**config.mk**
```make
export PLATFORM = sky130hd
export DESIGN_NAME = header_misc_regs
export DESIGN_NICKNAME = d
export VERILOG_FILES = /design/src/logic/header_misc_pkg.sv /design/src/logic/header_byte_decode.sv /design/src/logic/header_misc_regs.sv
export SDC_FILE = /design/constraint.sdc
export NUM_CORES = 1
export LEC_CHECK = 0
export BUFFER_PORTS_ARGS = -buffer_cell sky130_fd_sc_hd__buf_4
export CORE_MARGIN = 4
export CORE_UTILIZATION = 51
export DETAILED_ROUTE_END_ITERATION = 10
export GPL_TIMING_DRIVEN = 0
export HOLD_SLACK_MARGIN = 0.05
export PLACE_DENSITY = 0.85
export SLEW_MARGIN = 10
export SYNTH_ARGS = -nofsm -noshare
export SYNTH_HDL_FRONTEND = slang
export SYNTH_SLANG_ARGS = --single-unit
```
**constraint.sdc**
```tcl
create_clock -name clk_sys_in -period 2.6 [get_ports clk_sys_in]
set_input_delay 0 -clock clk_sys_in [delete_from_list [all_inputs] [get_ports clk_sys_in]]
set_output_delay 0 -clock clk_sys_in [all_outputs]
set_load 0.01 [all_outputs]
```
**src/logic/header_misc_pkg.sv**
```systemverilog
package header_misc_pkg;

  // configuration space offsets of the four header bytes
  localparam logic [7:0] CFG_OFF_CACHELINE  = 8'h0C;
  localparam logic [7:0] CFG_OFF_LATENCY    = 8'h0D;
  localparam logic [7:0] CFG_OFF_HEADER     = 8'h0E;
  localparam logic [7:0] CFG_OFF_SELF_TEST  = 8'h0F;

  // local processor bus addresses of the same bytes
  localparam logic [15:0] LOCAL_OFF_CACHELINE = 16'h120C;
  localparam logic [15:0] LOCAL_OFF_LATENCY   = 16'h120D;
  localparam logic [15:0] LOCAL_OFF_HEADER    = 16'h120E;
  localparam logic [15:0] LOCAL_OFF_SELF_TEST = 16'h120F;

  // values after reset
  localparam logic [7:0] CACHELINE_RESET   = 8'h00;
  localparam logic [4:0] LATENCY_RESET     = 5'h00;
  localparam logic [3:0] COMPLETION_RESET  = 4'h0;

  // honoured cacheline sizes, in 32-bit words
  localparam logic [7:0] CACHELINE_WORDS_8  = 8'h08;
  localparam logic [7:0] CACHELINE_WORDS_16 = 8'h10;

  // field positions
  localparam int LATENCY_FIELD_LSB  = 3;
  localparam int SELF_TEST_CAP_BIT  = 7;
  localparam int SELF_TEST_START    = 6;
  localparam int MULTI_FUNCTION_BIT = 7;

  // fixed read values
  localparam logic [2:0] LATENCY_GRANULE_BITS = 3'h0;
  localparam logic       MULTI_FUNCTION_FLAG  = 1'b0;
  localparam logic [6:0] HEADER_LAYOUT_CODE   = 7'h00;

  // one byte access from a register port
  typedef struct packed {
    logic        read;
    logic        write;
    logic [15:0] addr;
    logic [7:0]  wdata;
  } byte_access_type;

  // register state of the bank
  typedef struct packed {
    logic [7:0]  cacheline;
    logic [4:0]  latency;
    logic        start;
    logic [3:0]  completion;
    logic        irq;
    logic [7:0]  cfg_rdata;
    logic [7:0]  local_rdata;
    logic        cfg_hit;
    logic        local_hit;
  } bank_state_type;

endpackage

```
**src/logic/header_byte_decode.sv**
```systemverilog
`timescale 1ns/10ps
// maps an offset to one of the four header bytes
module header_byte_decode (
  input  wire logic [15:0] offset_in,
  input  wire logic [15:0] base_in,
  output logic             hit_out,
  output logic [1:0]       index_out
);
  import header_misc_pkg::*;

  logic [15:0] delta; // distance from the first byte

  // low two bits pick the byte once the offset lies in the block
  always_comb begin
    delta     = offset_in - base_in;
    hit_out   = (delta < 16'h0004);
    index_out = delta[1:0];
  end
endmodule // header_byte_decode

```
**src/logic/header_misc_regs.sv**
```systemverilog
`timescale 1ns/10ps
// Operation
// bytes reachable at local and configuration offsets
// cacheline size 8-bit read/write, resets zero
// only 8 or 16 honoured, else zero
// latency upper five bits writable, 0..248
// latency low three bits read zero
// header bit 7 reads zero, single function
// header bits 6..0 report type 00H
// self-test bit 7 mirrors interrupt enable
// start with enable raises core interrupt
// core clears start after placing result
// start without enable: no interrupt, stays
// completion code holds core result, zero passes
// self-test bits 5 and 4 read zero
// start and completion reset to zero
module header_misc_regs (
  input  wire logic                             clk_sys_in,
  input  wire logic                             rst_in,
  input  wire header_misc_pkg::byte_access_type cfg_access_in,
  input  wire header_misc_pkg::byte_access_type local_access_in,
  input  wire logic                             self_test_int_enable_in,
  output logic [7:0]                            cfg_rdata_out,
  output logic                                  cfg_hit_out,
  output logic [7:0]                            local_rdata_out,
  output logic                                  local_hit_out,
  output logic [7:0]                            cacheline_effective_out,
  output logic [7:0]                            latency_clocks_out,
  output logic                                  self_test_irq_out
);
  import header_misc_pkg::*;

  bank_state_type state;       // registered bank
  bank_state_type next_state;  // value for the next edge
  logic           cfg_sel;     // configuration access in block
  logic [1:0]     cfg_idx;     // configuration byte index
  logic           local_sel;   // local access in block
  logic [1:0]     local_idx;   // local byte index
  logic           start_rise;  // start bit newly set

  // read value of one header byte
  function automatic logic [7:0] read_byte(input bank_state_type s, input logic [1:0] idx,
                                            input logic en);
    logic [7:0] val;
    val = 8'h00;
    if (idx == 2'd0) begin
      val = s.cacheline;
    end else if (idx == 2'd1) begin
      val = {s.latency, LATENCY_GRANULE_BITS}; // see R4
    end else if (idx == 2'd2) begin
      val = {MULTI_FUNCTION_FLAG, HEADER_LAYOUT_CODE}; // see R6
    end else begin
      val = {en, s.start, 2'b00, s.completion}; // see R8
    end
    return val;
  endfunction

  // both ports decode the same four bytes
  header_byte_decode cfg_decode (
    .offset_in (cfg_access_in.addr),
    .base_in   ({8'h00, CFG_OFF_CACHELINE}),
    .hit_out   (cfg_sel),
    .index_out (cfg_idx)
  );

  header_byte_decode local_decode (
    .offset_in (local_access_in.addr),
    .base_in   (LOCAL_OFF_CACHELINE),
    .hit_out   (local_sel),
    .index_out (local_idx)
  );

  // next state: local write applied after host write, so the core wins a same-cycle clash
  always_comb begin
    next_state = state;
    if (cfg_access_in.write && cfg_sel) begin
      if (cfg_idx == 2'd0) begin
        next_state.cacheline = cfg_access_in.wdata;
      end else if (cfg_idx == 2'd1) begin
        next_state.latency = cfg_access_in.wdata[7:LATENCY_FIELD_LSB];
      end else if (cfg_idx == 2'd3) begin
        next_state.start      = cfg_access_in.wdata[SELF_TEST_START];
        next_state.completion = cfg_access_in.wdata[3:0];
      end
    end
    if (local_access_in.write && local_sel) begin
      if (local_idx == 2'd0) begin
        next_state.cacheline = local_access_in.wdata;
      end else if (local_idx == 2'd1) begin
        next_state.latency = local_access_in.wdata[7:LATENCY_FIELD_LSB];
      end else if (local_idx == 2'd3) begin
        // core clears start with its result in place
        next_state.start      = local_access_in.wdata[SELF_TEST_START];
        next_state.completion = local_access_in.wdata[3:0];
      end
    end
    // rise worked out here from this process's own result, so nothing loops through an assign
    start_rise = next_state.start && !state.start;
    // single-cycle pulse to the core, registered on the edge where start goes high
    next_state.irq = start_rise && self_test_int_enable_in; // see R9
    next_state.cfg_rdata   = read_byte(state, cfg_idx, self_test_int_enable_in);
    next_state.local_rdata = read_byte(state, local_idx, self_test_int_enable_in);
    next_state.cfg_hit     = cfg_access_in.read && cfg_sel;
    next_state.local_hit   = local_access_in.read && local_sel;
    if (!next_state.cfg_hit) begin
      next_state.cfg_rdata = 8'h00;
    end
    if (!next_state.local_hit) begin
      next_state.local_rdata = 8'h00;
    end
  end

  // registered copy
  always_ff @(posedge clk_sys_in) begin
    if (rst_in) begin
      state            <= '0;
      state.cacheline  <= CACHELINE_RESET;
      state.latency    <= LATENCY_RESET;
      state.start      <= 1'b0;
      state.completion <= COMPLETION_RESET;
    end else begin
      state <= next_state;
    end
  end

  // only 8 or 16 words reach the rest of the unit
  always_comb begin
    if (state.cacheline == CACHELINE_WORDS_8 || state.cacheline == CACHELINE_WORDS_16) begin
      cacheline_effective_out = state.cacheline;
    end else begin
      cacheline_effective_out = 8'h00;
    end
  end

  assign latency_clocks_out = {state.latency, LATENCY_GRANULE_BITS};
  assign cfg_rdata_out      = state.cfg_rdata;
  assign cfg_hit_out        = state.cfg_hit;
  assign local_rdata_out    = state.local_rdata;
  assign local_hit_out      = state.local_hit;
  assign self_test_irq_out  = state.irq;
endmodule // header_misc_regs

```
==> results.sh <==
export IMPL_postCtsHoldBufs=9
export IMPL_path_class="flip-flop to output pin"
export IMPL_synth_distinct_cells=41
export IMPL_regToRegSetupSlack_ps=1660
export IMPL_class_of_the_most_critical_hold_timing_path="primary input to flip-flop"
export IMPL_post_cts_setup_buffers=0
export IMPL_num_rows=22
export IMPL_worst_ep_required_time_ps=2600
export IMPL_leakagePower_uw=0.00136
export IMPL_hold_slack_ps=60.9
export IMPL_place_hpwl_mm=4.23
export IMPL_clkLatencyLatePin_ps=300
export IMPL_finalHoldViolations=0
export IMPL_tritoncts="done"
export IMPL_via_count=1877
export IMPL_utilization_pct=77.5
export IMPL_powerDensity_mw_per_mm2=384
export IMPL_io_buffers=79
export IMPL_worst_slew_pin_transition_ps=586
export IMPL_final_cell_area_mm2=0.00294
export IMPL_grt_setup_unrepaired="false"
export IMPL_status="complete, no violations"
export IMPL_timing_max_cap_violations=0
export IMPL_slew_headroom_pct=60.9
export IMPL_end_kind="output pin"
export IMPL_tns_ps=0
export IMPL_antenna_found_initial=0
export IMPL_wl_per_cell_um=14.3
export IMPL_vias_per_cell=5.05
export IMPL_first_pass_grt_wire_length_mm=8.61
export IMPL_fillerInstances=276
export IMPL_critPathLaunchType="flip-flop"
export IMPL_gp_congestion=0.853
export IMPL_arrival_ps=1520
export IMPL_tritoncts_num_sinks=37
export IMPL_grt_start_max_net_pins=13
export IMPL_number_of_global_route_vias_before_repair=1851
export IMPL_route_final_wire_length_mm=5.32
export IMPL_tritoncts_num_buffers=5
export IMPL_die_height_um=71.8
export IMPL_drcViolationCount=0
export IMPL_dieWidth_um=71.8
export IMPL_finalSetupViolCount=0
export IMPL_portion_of_the_post_synthesis_area_used_by_sequential_elements_pct=35.7
export IMPL_drive_above_1_share_pct=42.9
export IMPL_diodes=0
export IMPL_io_pins=90
export IMPL_cts_htree_levels=2
export IMPL_clk_root_buffer_cell="clkbuf_8"
export IMPL_regToRegStartpoint="state[23]"
export IMPL_fin_worst_skew_ps=10.8
export IMPL_drt_pass1_iterations=4
export IMPL_placement_cell_area_mm2=0.00276
export IMPL_synthesis_yosys_warnings=0
export IMPL_drtIter0Drc=86
export IMPL_synth_cell_area_mm2=0.00207
export IMPL_ir_worst_vdd_uv=252
export IMPL_max_freq_ghz=0.659
export IMPL_floorplan_initialDensity_pct=54.6
export IMPL_startpoint="state[31]"
export IMPL_worst_path_max_fanout=4
export IMPL_syn2layout_area_growth_pct=41.9
export IMPL_groute_usage_overall_pct=21.1
export IMPL_post_synth_cell_area_avg_um2=9.42
export IMPL_grt_ovfl_total=0
export IMPL_worstHoldStart="cfg_access_in[5]"
export IMPL_period_share_pct=58.3
export IMPL_antenna_violating_nets_post_route=0
export IMPL_clk_transition_reported_paths_ps=80
export IMPL_cts_resized=0
export IMPL_period_needed_ps=1520
export IMPL_final_net_count=378
export IMPL_design_die_area_mm2=0.00515
export IMPL_core_area_mm2=0.00380
export IMPL_postSynthCellCount=220
export IMPL_synth_seq_cells=37
export IMPL_cts_max_path_buffers=2
export IMPL_finalMaxSlewViolations=0
==> flip-flops by register name, summed over array words and instances, names as in the netlist <==
name,flops
local_rdata_out,8
cfg_hit_out,1
state,13
self_test_irq_out,1
local_hit_out,1
latency_clocks_out,5
cfg_rdata_out,8
==> power by group <==
part / internal (µW) / leakage (µW) / switching [µW]
sequential: 566 / 0.000298 / 0.00833
clock: 215 / 0.0000512 / 206
combinational: 84.7 / 0.00101 / 59.8
total: 866 / 0.00136 / 266
==> logic make-up after synthesis <==
group / synth area share [%]
flops: 35.7
buf+inv: 14.7
mux: 13.0
other cells: 0.181
simple gates: 25.4
compound gates: 11.0
==> critical path: stages (launching register included) <==
cell and delay [ps]:
dfxtp_1 350, nor4_1 290, nand2_1 120, nor3b_1 280
buf_4 180
==> layout make-up <==
cell class                      instances  area (µm²)  area share [%]
Multi-Input combinational cell        146        1060            36.0
Sequential cell                        37         741            25.2
Timing Repair Buffer                   88         683            23.2
Buffer                                 41         289            9.82
Clock buffer                            6        82.6            2.81
Tap cell                               48        60.1            2.04
Inverter                                4        15.0           0.510
Clock inverter                          2        13.8           0.468
==> path summary, 6_finish.rpt <==
kind,cells past startpoint,end
setup / recovery,4,cacheline_effective_out[3]
hold / removal,3,latency_clocks_out[5]
setup reg to reg,3,self_test_irq_out
hold reg to reg,2,local_rdata_out[1]
==> Yosys cell counts (all sizes together) <==
master   instances  area, µm²
clkbuf           4       15.0
nor2b            2       12.5
dfxtp           37        741
nand4bb          1       11.3
a211oi          17        133
nand4b           1       8.76
or3b             1       8.76
and4bb           4       50.1
mux2i           27        270
and4b            1       10.0
and4             2       18.8
nor3b            2       15.0
inv              4       15.0
nor2            42        181
and2             2       12.5
nand4            3       33.8
nand2            5       18.8
buf             37        274
a22oi            6       45.0
and3b            1       8.76
nor4             4       70.1
conb             1       3.75
o32ai            1       8.76
a21oi            7       35.0
nor4b            1       15.0
nand3            2       15.0
o22ai            1       6.26
nor3             4       36.3
==> layout by cell type, fill, tap and decap left out, types with 6 or more instances in the layout <==
master	Yosys	layout
a21oi_1	7	7
a22oi_1	6	6
dfxtp_1	37	37
mux2i_1	27	27
clkbuf_8	0	6
dlygate4sd3_1	0	9
buf_4	31	110
a211oi_1	16	16
conb_1	1	9
nor2_1	40	40
==> through the flow <==
stage | std cells | setup WS [ps] | power (µW)
final | 372 | 1080 | 1130
after global routing | 372 | 1030 | 1170
after CTS | 372 | 1120 | 1140
after detailed placement | 355 | 1080 | 711
after global placement | 355 | 1100 | 710
after floorplan | 228 | 1360 | 632
==> per-layer routing <==
layer	part of all wire, %	track usage, %
met5	0	0
met4	1.7	7.72
met3	6.8	4.35
met2	52	37.4
met1	40	24.8
Power figures use the tool's default switching activity.
